`src/rtl/dbcs_pkg.sv`:
```
// Package for the DDR2 bank command state tracker
package dbcs_pkg;

    // ************************************************************
    // Timing, 40 MHz command clock
    // ************************************************************
    localparam int CLK_PERIOD_PS = 25000;
    localparam int TWR_NS        = 15;
    localparam int TRP_NS        = 15;
    localparam int TRC_NS        = 60;
    localparam int TMRD_CK       = 2;
    localparam int TWR_CYC  = ((TWR_NS * 1000 + CLK_PERIOD_PS - 1) / CLK_PERIOD_PS) < 1 ? 1 :
                              ((TWR_NS * 1000 + CLK_PERIOD_PS - 1) / CLK_PERIOD_PS);
    localparam int TRP_CYC  = ((TRP_NS * 1000 + CLK_PERIOD_PS - 1) / CLK_PERIOD_PS) < 1 ? 1 :
                              ((TRP_NS * 1000 + CLK_PERIOD_PS - 1) / CLK_PERIOD_PS);
    localparam int TRC_CYC  = ((TRC_NS * 1000 + CLK_PERIOD_PS - 1) / CLK_PERIOD_PS) < 1 ? 1 :
                              ((TRC_NS * 1000 + CLK_PERIOD_PS - 1) / CLK_PERIOD_PS);
    localparam int TMRD_CYC = TMRD_CK;
    localparam int TIMER_W  = 4;

    // ************************************************************
    // Mode register fields
    // ************************************************************
    localparam int          BL_LSB          = 0;
    localparam logic [2:0]  BL_EIGHT        = 3'h3;
    localparam logic [1:0]  MR_SEL_EXT2     = 2'h2;
    localparam int          HT_SELF_REF_BIT = 7;
    localparam int          ADDR_W          = 14;

    // ************************************************************
    // Types
    // ************************************************************
    typedef enum logic [3:0] {
        DBCS_CMD_NOP  = 4'h0,
        DBCS_CMD_RD   = 4'h1,
        DBCS_CMD_WR   = 4'h2,
        DBCS_CMD_ACT  = 4'h3,
        DBCS_CMD_PRE  = 4'h4,
        DBCS_CMD_REF  = 4'h5,
        DBCS_CMD_MRS  = 4'h6
    } dbcs_cmd_t;

    typedef enum logic [6:0] {
        DBCS_ST_IDLE   = 7'h01,
        DBCS_ST_ACTIVE = 7'h02,
        DBCS_ST_WREC   = 7'h04,
        DBCS_ST_WRECAP = 7'h08,
        DBCS_ST_PRECH  = 7'h10,
        DBCS_ST_REFR   = 7'h20,
        DBCS_ST_MRACC  = 7'h40
    } dbcs_state_t;

    typedef struct packed {
        logic              cs_n;
        logic              ras_n;
        logic              cas_n;
        logic              we_n;
        logic [2:0]        bank;
        logic [1:0]        mr_sel;
        logic [ADDR_W-1:0] addr;
    } dbcs_bus_t;

endpackage

```
`src/rtl/dbcs_core.sv`:
```
// Per-bank command acceptance state tracker of a DDR2 SDRAM
// ************************************************************
// Functional notes
// - Write recovery returns to active after tWR
// - Write recovery with precharge enters precharge
// - Refresh returns idle after tRC
// - Mode set returns idle after tMRD
// - Burst interrupt only with length eight
// - Second extended register bit selects hot refresh
// - Precharge returns idle after tRP
// ************************************************************
`timescale 1ns/1ps
`default_nettype none

module dbcs_core
    import dbcs_pkg::*;
#(
    parameter int NUM_BANKS = 8
) (
    // Clock and reset
    input  wire logic                        clock,
    input  wire logic                        rst_n,
    // Command bus
    input  wire dbcs_pkg::dbcs_bus_t         cmd_bus,
    // Status
    output logic [NUM_BANKS-1:0]             bank_idle,
    output logic [NUM_BANKS-1:0]             bank_busy,
    output logic                             illegal_cmd,
    output logic                             burst_len_eight,
    output logic                             high_temp_self_refresh_select_bit
);
    import dbcs_pkg::*;

    // ************************************************************
    // Decode
    // ************************************************************
    function automatic dbcs_cmd_t decode(input dbcs_bus_t b);
        if (b.cs_n)
            return DBCS_CMD_NOP;
        case ({b.ras_n, b.cas_n, b.we_n})
            3'h7:    return DBCS_CMD_NOP;
            3'h5:    return DBCS_CMD_RD;
            3'h4:    return DBCS_CMD_WR;
            3'h3:    return DBCS_CMD_ACT;
            3'h2:    return DBCS_CMD_PRE;
            3'h1:    return DBCS_CMD_REF;
            3'h0:    return DBCS_CMD_MRS;
            default: return DBCS_CMD_NOP;
        endcase
    endfunction

    dbcs_cmd_t                cmd;
    logic [NUM_BANKS-1:0]     bad;
    logic [NUM_BANKS-1:0]     all_idle_v;
    dbcs_state_t              st_r    [NUM_BANKS];
    logic [TIMER_W-1:0]       tmr_r   [NUM_BANKS];

    assign cmd = decode(cmd_bus);

    // ************************************************************
    // Bank state machines
    // ************************************************************
    genvar g;
    generate
        for (g = 0; g < NUM_BANKS; g++) begin : g_bank
            logic hit;
            logic done;
            assign hit = (cmd_bus.bank == 3'(g));
            assign done = (tmr_r[g] <= TIMER_W'(1));
            assign all_idle_v[g] = (st_r[g] == DBCS_ST_IDLE);

            always_comb begin
                bad[g] = 1'b0;
                case (st_r[g])
                    DBCS_ST_IDLE:    bad[g] = hit && (cmd == DBCS_CMD_RD || cmd == DBCS_CMD_WR);
                    DBCS_ST_ACTIVE:  bad[g] = hit && (cmd == DBCS_CMD_ACT);
                    DBCS_ST_WREC: begin
                        bad[g] = hit && (cmd != DBCS_CMD_NOP) && (cmd != DBCS_CMD_WR);
                        // Burst is folded in here, so a new write cuts it short
                        if (hit && (cmd == DBCS_CMD_WR) && !burst_len_eight)
                            bad[g] = 1'b1;
                    end
                    DBCS_ST_WRECAP:  bad[g] = hit && (cmd != DBCS_CMD_NOP);
                    DBCS_ST_PRECH:   bad[g] = hit && (cmd != DBCS_CMD_NOP) && (cmd != DBCS_CMD_PRE);
                    DBCS_ST_REFR:    bad[g] = (cmd != DBCS_CMD_NOP);
                    DBCS_ST_MRACC:   bad[g] = (cmd != DBCS_CMD_NOP);
                    default:         bad[g] = 1'b0;
                endcase
                // Refresh and mode set need every bank idle
                if ((cmd == DBCS_CMD_REF || cmd == DBCS_CMD_MRS) && st_r[g] != DBCS_ST_IDLE)
                    bad[g] = 1'b1;
            end

            always_ff @(posedge clock) begin
                if (!rst_n) begin
                    st_r[g]  <= DBCS_ST_IDLE;
                    tmr_r[g] <= '0;
                end else if (!(|bad)) begin
                    if (tmr_r[g] != '0)
                        tmr_r[g] <= tmr_r[g] - TIMER_W'(1);
                    case (st_r[g])
                        DBCS_ST_IDLE: begin
                            if (cmd == DBCS_CMD_ACT && hit)
                                st_r[g] <= DBCS_ST_ACTIVE;
                            else if (cmd == DBCS_CMD_PRE && (hit || cmd_bus.addr[10])) begin
                                st_r[g]  <= DBCS_ST_PRECH;
                                tmr_r[g] <= TIMER_W'(TRP_CYC);
                            end else if (cmd == DBCS_CMD_REF) begin
                                st_r[g]  <= DBCS_ST_REFR;
                                tmr_r[g] <= TIMER_W'(TRC_CYC);
                            end else if (cmd == DBCS_CMD_MRS) begin
                                st_r[g]  <= DBCS_ST_MRACC;
                                tmr_r[g] <= TIMER_W'(TMRD_CYC);
                            end
                        end
                        DBCS_ST_ACTIVE: begin
                            // Burst phase is folded into the recovery timer
                            if (cmd == DBCS_CMD_WR && hit) begin
                                st_r[g]  <= cmd_bus.addr[10] ? DBCS_ST_WRECAP : DBCS_ST_WREC;
                                tmr_r[g] <= TIMER_W'(TWR_CYC);
                            end else if (cmd == DBCS_CMD_PRE && (hit || cmd_bus.addr[10])) begin
                                st_r[g]  <= DBCS_ST_PRECH;
                                tmr_r[g] <= TIMER_W'(TRP_CYC);
                            end
                        end
                        DBCS_ST_WREC: begin
                            if (cmd == DBCS_CMD_WR && hit) begin
                                st_r[g]  <= cmd_bus.addr[10] ? DBCS_ST_WRECAP : DBCS_ST_WREC;
                                tmr_r[g] <= TIMER_W'(TWR_CYC);
                            end else if (done)
                                st_r[g] <= DBCS_ST_ACTIVE;
                        end
                        DBCS_ST_WRECAP: begin
                            if (done) begin
                                st_r[g]  <= DBCS_ST_PRECH;
                                tmr_r[g] <= TIMER_W'(TRP_CYC);
                            end
                        end
                        DBCS_ST_PRECH: begin
                            if (cmd == DBCS_CMD_PRE && hit)
                                st_r[g] <= st_r[g];
                            else if (done)
                                st_r[g] <= DBCS_ST_IDLE;
                        end
                        DBCS_ST_REFR: begin
                            if (done)
                                st_r[g] <= DBCS_ST_IDLE;
                        end
                        DBCS_ST_MRACC: begin
                            if (done)
                                st_r[g] <= DBCS_ST_IDLE;
                        end
                        default: st_r[g] <= DBCS_ST_IDLE;
                    endcase
                end
            end

            always_ff @(posedge clock) begin
                if (!rst_n) begin
                    bank_idle[g] <= 1'b1;
                    bank_busy[g] <= 1'b0;
                end else begin
                    bank_idle[g] <= (st_r[g] == DBCS_ST_IDLE);
                    bank_busy[g] <= (st_r[g] != DBCS_ST_IDLE) && (st_r[g] != DBCS_ST_ACTIVE);
                end
            end
        end
    endgenerate

    // ************************************************************
    // Mode register shadow
    // ************************************************************
    always_ff @(posedge clock) begin
        if (!rst_n) begin
            burst_len_eight                   <= 1'b0;
            high_temp_self_refresh_select_bit <= 1'b0;
        end else if (cmd == DBCS_CMD_MRS && (&all_idle_v)) begin
            if (cmd_bus.mr_sel == 2'h0)
                burst_len_eight <= (cmd_bus.addr[BL_LSB +: 3] == BL_EIGHT);
            if (cmd_bus.mr_sel == MR_SEL_EXT2)
                high_temp_self_refresh_select_bit <= cmd_bus.addr[HT_SELF_REF_BIT];
        end
    end

    // Hot refresh rate and boundary placement are left to the controller
    always_ff @(posedge clock) begin
        if (!rst_n)
            illegal_cmd <= 1'b0;
        else
            illegal_cmd <= |bad;
    end

endmodule

`default_nettype wire

```
`config.mk`:
```
export PLATFORM = sky130hd
export DESIGN_NAME = dbcs_core
export DESIGN_NICKNAME = d
export VERILOG_FILES = /design/src/rtl/dbcs_pkg.sv /design/src/rtl/dbcs_core.sv
export SDC_FILE = /design/constraint.sdc
export NUM_CORES = 1
export LEC_CHECK = 0
export ABC_AREA = 1
export ABC_CLOCK_PERIOD_IN_PS = 3300
export BUFFER_PORTS_ARGS = -buffer_cell sky130_fd_sc_hd__buf_2
export CAP_MARGIN = 20
export CORE_ASPECT_RATIO = 0.8
export CORE_MARGIN = 3
export CORE_UTILIZATION = 40
export DETAILED_ROUTE_END_ITERATION = 10
export GPL_ROUTABILITY_DRIVEN = 0
export PLACE_DENSITY_LB_ADDON = 0.15
export SETUP_SLACK_MARGIN = 0.05
export SLEW_MARGIN = 40
export SYNTH_ARGS = -nofsm -noshare
export SYNTH_HDL_FRONTEND = slang
export SYNTH_SLANG_ARGS = --single-unit
```
`constraint.sdc`:
```
create_clock -name clock -period 3.3 [get_ports clock]
set_input_delay 0.66 -clock clock [delete_from_list [all_inputs] [get_ports clock]]
set_output_delay 0.66 -clock clock [all_outputs]
set_load 0.03 [all_outputs]
```
==> impl_metrics.csv, run 1 <==
group,metric,value,unit
power,max-vdd-ir-drop,263,µV
sta,relSlewSlack,0.521,
setup_path,crit_type,"reg2reg",
finish,fillers,2024,
setup_path,cp.required,3.37,ns
grt,grt-ovfl-total,0,
setup_path,critPathLaunchType,"register",
setup_path,cp-end-kind,"register",
finish,fin_area,0.0102,mm²
sta,drv_slew,0,
sta,layout_min_cycle_time,3.07,ns
sta,worst_slack,0.228,ns
floorplanning,rows,46,
floorplanning,die_h,135,µm
clock_network,cts_htree_levels,3,
power,power.leakage,5.06,nW
route,wirelength,25200,µm
sta,worst_slew_pin_slew,0.713,ns
synth,syn_avg_cell_area,6.68,µm²
synth,synth-seq-cells,107,
synth,synth_top_cell_by_area,"edfxtp_1",
sta,period_share,0.931,
route,vias_per_cell,5.19,
floorplanning,io_pins,44,
route,drc,0,
clock_network,clockBufferDepth,2,
synth,synthTopCellsByArea,"edfxtp_1 (32%), nor2_1 (12%), nand2_1 (12%)",
grt,first_global_vias,7951,
power,p_comb_frac,0.321,
synth,synth_ff_type,"edfxtp_1",
clock_network,cts-root-buf,"clkbuf_16",
finish,antenna_cells,0,
grt,grt_max_degree,45,
setup_path,critPathArrivalTime,3.14,ns
setup_path,reg2reg_slack,0.23,ns
synth,seq_area_frac_synth,0.363,
synth,syn_area,0.00833,mm²
synth,syn_nets,1294,
synth,yosysWarnings,0,
synth,synthCells,1247,
synth,synth.most_common_cell,"nor2_1",
worst_hold_path,hold_path_class,"reg2reg",
power,p_sw,1.52,mW
clock_network,cts_tree,"built",
power,p_int,2.90,mW
sta,hold_ws,0.507,ns
power,power_density,436,mW/mm²
sta,grt_setup_unrepaired,"no",
sta,tns,0,ns
floorplanning,coreArea,0.0201,mm²
sta,final.setup_skew,0.00862,ns
clock_network,cts-buffers-inserted,9,
grt,track_usage,0.222,
synth,synthTopCellsByCount,"nor2_1 (275), nand2_1 (259), inv_1 (184)",
clock_network,clk_latency,0.35,ns
route,routedWlPerCell,15.1,µm
synth,synth_top_area_frac,0.317,
finish,final_util,0.504,
placement,pre_cts_slack,-0.0649,ns
floorplanning,start_util,0.414,
route,detail-route-antenna-nets,0,
sta,report.final.hold_viol_count,0,
placement,placedInstanceArea,0.00979,mm²
clock_network,postCtsHoldBufs,0,
power,seqPwrFrac,0.428,
route,routed-via-count,8681,
finish,area_growth,21.8,%
grt,antenna_found_initial,0,
sta,setup_violations,0,
placement,place.port_buffers,34,
floorplanning,die_x,167,µm
finish,nNetsFinal,1451,
power,switching_share,0.344,
status,status,"finished, final reports clean",
synth,synthArstFlopShare,0,
finish,drive_gt1_frac,0.159,
grt,grt_pass1_wl,40400,µm
placement,dp_hpwl,19600,µm
route,drt_first_pass_iters,6,
setup_path,crit_fanout,7,
synth,synth_cell_type_count,50,
clock_network,cts_num_sinks,107,
synth,synth_edf_count,88,
route,drtIter0Drc,921,
floorplanning,dieArea,0.0226,mm²
sta,max_freq,0.326,GHz
flow_run,cap_violations,0,
power,clockPowerShare,0.250,
clock_network,clkTransAtPathRegs,0.07,ns
-- final cells by class --
type | count | area (µm²) | area share
clock buffers | 13 | 250 | 0.0247
clock inverters | 3 | 47.5 | 0.00468
inverters | 194 | 728 | 0.0717
multi-input cells | 918 | 4460 | 0.439
flip-flops and latches | 107 | 3020 | 0.298
well taps | 264 | 330 | 0.0325
repair buffers | 174 | 1320 | 0.130
-- sequential cells by signal (all words and copies together) (netlist names) --
register	count
bank_busy	8
illegal_cmd	1
bank_idle	8
st_r	56
high_temp_self_refresh_select_bit	1
tmr_r	32
burst_len_eight	1
-- per-layer routing --
layer / wire (µm) / global-route usage / vias to the layer above
met5: 0 / 0 / -
met4: 527 / 0.0632 / 0
met3: 1620 / 0.0296 / 36
met2: 10700 / 0.341 / 286
met1: 12400 / 0.329 / 3975
li1: - / - / 4384
-- what timing repair did --
| item | 4_1_cts | 5_1_grt |
|---|---|---|
| buffers inserted | 0 | 1 |
| resized for setup | 0 | 12 |
| endpoints found under the setup margin | 0 | 78 |
-- power groups by stage --
stage,clock network [mW],registers [mW],logic [mW]
floorplan,0,1.93,0.997
global placement,0,1.92,1.38
detailed placement,0,1.93,1.41
CTS,1.14,1.90,1.42
global route,1.19,1.93,1.63
finish,1.11,1.89,1.42
-- cells by family (layout without fill, tap and decap cells) --
family	count (synthesis)	count (layout)	share of synthesized area
flops	107	107	0.363
buf+inv	222	384	0.108
fa+ha+maj	22	22	0.0330
xor+xnor	16	16	0.0168
simple gates	798	798	0.418
compound gates	82	82	0.0616
-- stage by stage --
stage          std cells  total power, mW
4_1_cts             1672             4.45
3_3_place_gp        1656             3.30
2_1_floorplan       1247             2.93
3_5_place_dp        1656             3.33
5_1_grt             1673             4.74
6_report            1673             4.42
-- worst max-delay path, stage by stage (launching register included) --
cell and delay (ns):
edfxtp_1 0.41, nor2_1 0.21, nand3_1 0.10, nor2_1 0.30, nand4_1 0.19, nor2_1 0.14, nor2_1 0.04, nor2_1 0.11
nand3_1 0.12, nor2_4 0.21, o211ai_1 0.15, inv_1 0.31, nor2_1 0.10, nand2_1 0.08, nor2_1 0.04, nor2_1 0.11
buf_4 0.18
-- layout by cell type (no fill, tap or decap), types with 3 or more instances in the layout --
cell,Yosys,routed
nor2_1,275,272
nand2_1,259,259
inv_1,184,184
buf_4,2,131
nand3_1,125,123
edfxtp_1,88,88
nor3_1,55,54
nand4_1,43,43
buf_2,10,34
o21ai_0,24,24
ha_1,22,22
a21oi_1,19,19
dfxtp_1,19,19
xnor2_1,16,16
o211ai_1,13,13
nor2_2,8,9
clkbuf_16,0,9
inv_2,8,8
nand3b_1,8,8
buf_12,0,7
nor4_1,6,6
nor2_4,2,4
nand2_2,5,4
nand3_2,3,4
o32ai_1,3,3
o31ai_1,3,3
clkbuf_1,8,3
-- final timing paths --
path                                     start                                end  depth (start not counted)
max                                 st_r[0][2]                        st_r[0][23]                         16
max reg2reg                         st_r[0][2]                        st_r[0][23]                         16
min reg2reg  high_temp_self_refresh_select_bit  high_temp_self_refresh_select_bit                          2
min          high_temp_self_refresh_select_bit  high_temp_self_refresh_select_bit                          2
Power figures use the tool's default switching activity.
==> inputs of run 2 (changes only) <==
--- a/config.mk
+++ b/config.mk
@@ -15,6 +15,7 @@
 export DETAILED_ROUTE_END_ITERATION = 10
 export GPL_ROUTABILITY_DRIVEN = 0
 export PLACE_DENSITY_LB_ADDON = 0.15
+export RECOVER_POWER = 100
 export SETUP_SLACK_MARGIN = 0.05
 export SLEW_MARGIN = 40
 export SYNTH_ARGS = -nofsm -noshare
==> run 2 against run 1 <==
- via count is 0.39% lower
- clock power is essentially flat
- critical path depth is 2 lower
- worst setup slack worse by 0.0039 ns
- critical path type unchanged
==> impl_metrics.csv, run 2 (synthesized netlist as in run 1, its figures left out) <==
group,metric,value,unit
finish,largest_reg_flops,56,
floorplanning,die_h,135,µm
finish,nNetsFinal,1451,
clock_network,cts_tree,"built",
power,p_int,2.88,mW
setup_path,r2r-end,"st_r[0][23]",
setup_path,critPathLaunchType,"register",
setup_path,reg2reg_slack,0.22,ns
clock_network,cts-root-buf,"clkbuf_16",
setup_path,cp-end-kind,"register",
placement,dp_hpwl,19600,µm
grt,antenna_found_initial,0,
sta,setup_violations,0,
route,routedWlPerCell,15.1,µm
clock_network,clk_latency,0.35,ns
clock_network,cts_num_sinks,107,
clock_network,clkTransAtPathRegs,0.07,ns
setup_path,rr_worst_depth,14,
setup_path,cp.required,3.37,ns
power,p_comb_frac,0.318,
clock_network,cts-buffers-inserted,9,
status,status,"finished, final reports clean",
grt,track_usage,0.222,
setup_path,critPathArrivalTime,3.15,ns
finish,area_growth,20.2,%
sta,grt_setup_unrepaired,"no",
finish,top_regs,"st_r x56, tmr_r x32",
setup_path,crit_type,"reg2reg",
power,power_density,439,mW/mm²
floorplanning,dieArea,0.0226,mm²
worst_hold_path,hold_path_class,"reg2reg",
sta,report.final.hold_viol_count,0,
floorplanning,start_util,0.414,
sta,worst_slack,0.224,ns
route,drt_first_pass_iters,6,
sta,relSlewSlack,0.535,
finish,top_register,"st_r",
finish,final_common_cell,"nor2_1",
clock_network,postCtsHoldBufs,0,
finish,drive_gt1_frac,0.131,
placement,pre_cts_slack,-0.0649,ns
power,clockPowerShare,0.252,
route,drtIter0Drc,886,
power,p_sw,1.52,mW
route,routed-via-count,8647,
sta,drv_slew,0,
clock_network,cts_htree_levels,3,
route,detail-route-antenna-nets,0,
sta,layout_min_cycle_time,3.08,ns
finish,antenna_cells,0,
power,power.leakage,4.93,nW
route,drc,0,
floorplanning,die_x,167,µm
power,power,4.40,mW
grt,grt-ovfl-total,0,
setup_path,r2r-start,"burst_len_eight",
clock_network,clockBufferDepth,2,
floorplanning,io_pins,44,
route,wirelength,25200,µm
placement,place.port_buffers,34,
power,seqPwrFrac,0.431,
power,switching_share,0.345,
flow_run,cap_violations,0,
sta,period_share,0.932,
finish,layout_common_cells,"nor2_1 (275), nand2_1 (259), inv_1 (184)",
setup_path,critical_path.endpoint,"st_r[0][23]",
setup_path,crit_start,"burst_len_eight",
sta,worst_slew_pin_slew,0.691,ns
worst_hold_path,holdPathStages,2,
power,max-vdd-ir-drop,262,µV
floorplanning,rows,46,
floorplanning,coreArea,0.0201,mm²
route,vias_per_cell,5.17,
setup_path,crit_fanout,10,
grt,first_global_vias,7951,
sta,max_freq,0.325,GHz
sta,final.setup_skew,0.00875,ns
grt,grt_pass1_wl,40400,µm
grt,grt_max_degree,45,
-- run 2: power groups by stage --
stage / Combinational [mW] / Clock, mW / Sequential (mW)
floorplan: 0.997 / 0 / 1.93
global placement: 1.38 / 0 / 1.92
detailed placement: 1.41 / 0 / 1.93
CTS: 1.42 / 1.14 / 1.90
global route: 1.60 / 1.19 / 1.93
finish: 1.40 / 1.11 / 1.89
-- run 2: metal layers --
| metal | GRT usage | part of all wire |
|---|---|---|
| met3 | 0.0296 | 0.063 |
| met5 | 0 | 0 |
| met4 | 0.0632 | 0.019 |
| met1 | 0.329 | 0.49 |
| met2 | 0.341 | 0.42 |
-- run 2: worst min path at each step --
stage | from | slack [ns] | end
after floorplan | tmr_r[0][11] | 0.60 | tmr_r[0][11]
after global placement | high_temp_self_refresh_select_bit | 0.50 | high_temp_self_refresh_select_bit
after detailed placement | high_temp_self_refresh_select_bit | 0.51 | high_temp_self_refresh_select_bit
after CTS | high_temp_self_refresh_select_bit | 0.52 | high_temp_self_refresh_select_bit
after global routing | high_temp_self_refresh_select_bit | 0.55 | high_temp_self_refresh_select_bit
final | high_temp_self_refresh_select_bit | 0.51 | high_temp_self_refresh_select_bit
-- run 2: repair_timing --
item / CTS / global route
setup buffers: 0 / 1
resized for setup: 0 / 12
endpoints found under the setup margin: 0 / 78
-- run 2: critical path, stage by stage, from the launching register on --
cell	delay (ns)
dfxtp_1	0.44
clkbuf_1	0.55
o21ai_1	0.16
nand2_1	0.08
nand4_1	0.13
nor2_1	0.12
nand3_1	0.12
nor2_4	0.21
o211ai_1	0.16
inv_1	0.29
nor2_1	0.10
nand2_1	0.08
nor2_1	0.04
nor2_1	0.13
buf_4	0.18
-- run 2: final cells by class --
cell class	instances	area (µm²)
clock inverters	3	47.5
clock buffers	13	250
well taps	264	330
multi-input cells	918	4440
repair buffers	174	1190
inverters	194	728
flip-flops and latches	107	3020
fillers	2059	10100
-- run 2: stage by stage --
step | instance area (µm²) | util | hold slack (ns) | cells | setup TNS (ns)
after detailed placement | 9790 | 0.486 | 0.507 | 1656 | -2.29
after global routing | 10000 | 0.497 | 0.553 | 1673 | 0
final | 10000 | 0.497 | 0.507 | 1673 | 0
after floorplan | 8330 | - | 0.600 | 1247 | 0
after CTS | 10100 | 0.501 | 0.516 | 1672 | 0
after global placement | 9790 | 0.486 | 0.496 | 1656 | -1.83
==> inputs of run 3 (changes only) <==
--- a/config.mk
+++ b/config.mk
@@ -5,7 +5,6 @@
 export SDC_FILE = /design/constraint.sdc
 export NUM_CORES = 1
 export LEC_CHECK = 0
-export ABC_AREA = 1
 export ABC_CLOCK_PERIOD_IN_PS = 3300
 export BUFFER_PORTS_ARGS = -buffer_cell sky130_fd_sc_hd__buf_2
 export CAP_MARGIN = 20
==> run 3 against run 2 <==
- total power increased by 87%
- sequential share of layout area rose by 1.1 points
- synthesized cell count is 27% lower
- non-clock buffer count down 4
- first-iteration DRC count fell by 18%
- synthesized area is 5.4% lower
- sequential cell count unchanged
- via count is 9.6% lower
- final cell count is 22% lower
- critical path depth fell by 3
- highest routed layer unchanged
==> impl_metrics.csv, run 3 <==
group,metric,value,unit
status,status,"finished, final reports clean",
floorplanning,coreArea,0.0191,mm²
setup_path,cp-end-kind,"register",
floorplanning,start_util,0.412,
setup_path,cp.required,3.40,ns
synth,synthCells,915,
synth,synthTopCellsByArea,"edfxtp_1 (34%), nor2_1 (5.3%), dfxtp_1 (4.8%)",
synth,yosysWarnings,0,
finish,area_growth,22.6,%
finish,final_common_cell,"nor2_1",
sta,report.final.hold_viol_count,0,
flow_run,cap_violations,0,
finish,antenna_cells,0,
sta,drv_slew,0,
clock_network,cts-root-buf,"clkbuf_16",
clock_network,cts-buffers-inserted,9,
synth,syn_area,0.00788,mm²
synth,synth-seq-cells,107,
synth,synth_edf_count,88,
route,routed-via-count,7817,
floorplanning,rows,45,
clock_network,cts_num_sinks,107,
setup_path,critPathLaunchType,"primary input",
setup_path,crit_type,"in2reg",
floorplanning,die_x,163,µm
setup_path,critPathArrivalTime,3.30,ns
finish,fin_area,0.00966,mm²
synth,syn_nets,962,
floorplanning,dieArea,0.0214,mm²
grt,grt_pass1_wl,38900,µm
synth,synth_top_area_frac,0.335,
setup_path,crit_fanout,6,
sta,grt_setup_unrepaired,"yes",
clock_network,cts_tree,"built",
power,power,8.21,mW
clock_network,clk_latency,0.36,ns
floorplanning,die_h,132,µm
route,drt_first_pass_iters,5,
clock_network,clkTransAtPathRegs,0.07,ns
synth,synth_cell_type_count,70,
sta,max_freq,0.313,GHz
power,power.leakage,3.59,nW
clock_network,postCtsHoldBufs,0,
synth,synthArstFlopShare,0,
finish,fillers,1884,
finish,drive_gt1_frac,0.187,
route,vias_per_cell,5.97,
route,drc,0,
grt,grt_max_degree,28,
synth,synth_top_cell_by_area,"edfxtp_1",
sta,worst_slew_pin_slew,1.41,ns
clock_network,clockBufferDepth,2,
grt,track_usage,0.231,
finish,largest_reg_flops,56,
sta,layout_min_cycle_time,3.20,ns
placement,dp_hpwl,18900,µm
clock_network,cts_htree_levels,3,
grt,first_global_vias,7068,
power,power_density,850,mW/mm²
sta,setup_violations,0,
sta,relSlewSlack,0.0630,
worst_hold_path,hold_path_class,"reg2reg",
sta,period_share,0.969,
route,detail-route-antenna-nets,0,
power,max-vdd-ir-drop,407,µV
finish,top_regs,"st_r x56, tmr_r x32",
synth,synth_ff_type,"edfxtp_1",
finish,seq_area,0.00302,mm²
route,wirelength,25400,µm
sta,final.setup_skew,0.00801,ns
synth,synthTopCellsByCount,"nor2_1 (111), edfxtp_1 (88), nand2_1 (65)",
floorplanning,io_pins,44,
synth,synth.most_common_cell,"nor2_1",
grt,grt-ovfl-total,0,
placement,placedInstanceArea,0.00933,mm²
placement,place.port_buffers,34,
synth,seq_area_frac_synth,0.384,
finish,nNetsFinal,1094,
finish,layout_common_cells,"nor2_1 (111), buf_4 (104), edfxtp_1 (88)",
synth,syn_avg_cell_area,8.61,µm²
route,drtIter0Drc,730,
grt,antenna_found_initial,0,
finish,multi_input_area,0.00471,mm²
route,routedWlPerCell,19.4,µm
finish,top_register,"st_r",
-- run 3: changes by cell type in the layout (fill, tap and decap cells not counted), sizes merged, moves of 12 or more --
| cell | previous run | this run |
|---|---|---|
| nand2 | 264 | 65 |
| nand4 | 43 | 10 |
| nand2b | 1 | 32 |
| a21oi | 20 | 46 |
| nand3 | 128 | 32 |
| o21ai | 26 | 73 |
| a31oi | 1 | 15 |
| nor4 | 7 | 44 |
| or3 | 0 | 14 |
| nand4b | 0 | 12 |
| inv | 193 | 23 |
| nor2 | 285 | 111 |
-- run 3: repair_timing --
action                     4_1_cts  5_1_grt
pin swaps                        2       13
cloned                           0        2
gates resized for setup          2       23
buffers inserted                 2        8
setup endpoints to repair        2      110
-- run 3: metrics by stage --
stage               utilization  hold slack, ns  setup slack (ns)  TNS, ns  cells
finish                    0.504           0.496             0.101        0   1310
global route              0.504           0.533            0.0299        0   1310
CTS                       0.505           0.497            0.0890        0   1302
detailed placement        0.488           0.481            -0.424   -32.17   1284
global placement          0.488           0.472            -0.336   -20.63   1284
floorplan                     -           0.585            0.0543        0    915
-- run 3: critical path: stages --
cell      delay (ns)
buf_4           0.12
or4b_4          0.56
buf_6           0.14
nand3_2         0.06
a21boi_2        0.05
or4b_4          0.56
nor4_4          0.31
nand3_4         0.18
buf_12          0.19
buf_6           0.11
or3b_1          0.36
-- run 3: report_power, final --
part / total (mW) / switching (mW) / leakage (nW) / internal (mW)
logic: 4.46 / 2.69 / 2.33 / 1.77
clock network: 1.11 / 0.500 / 0.145 / 0.609
registers: 2.64 / 0.456 / 1.12 / 2.18
total: 8.21 / 3.64 / 3.59 / 4.56
-- run 3: cell families after synthesis --
group	count (synthesis)	synth area share
compound gates	216	0.172
simple gates	470	0.338
xor+xnor	27	0.0300
flops	107	0.384
buf+inv	71	0.0386
fa+ha+maj	22	0.0349
mux	2	0.00254
-- run 3: worst paths after layout --
| check | from | end | slack (ns) | cells after the start |
|---|---|---|---|---|
| setup / recovery | cmd_bus[21] | st_r[1][0] | 0.10 | 11 |
| hold / removal | high_temp_self_refresh_select_bit | high_temp_self_refresh_select_bit | 0.50 | 2 |
| setup reg to reg | st_r[0][12] | st_r[1][0] | 0.17 | 9 |
| hold reg to reg | high_temp_self_refresh_select_bit | high_temp_self_refresh_select_bit | 0.50 | 2 |
-- run 3: area by class of cell --
type,instances,share of cell area
multi-input cells,737,0.488
flip-flops and latches,107,0.313
repair buffers,170,0.126
well taps,258,0.0334
clock buffers,10,0.0248
inverters,22,0.00855
clock inverters,6,0.00661
-- run 3: per-layer routing --
layer,vias up,GRT usage,wire length [µm]
met1,3741,0.346,11800
met2,293,0.344,11100
met4,0,0.0587,592
li1,3749,-,-
met3,34,0.0384,2020
met5,-,0,0
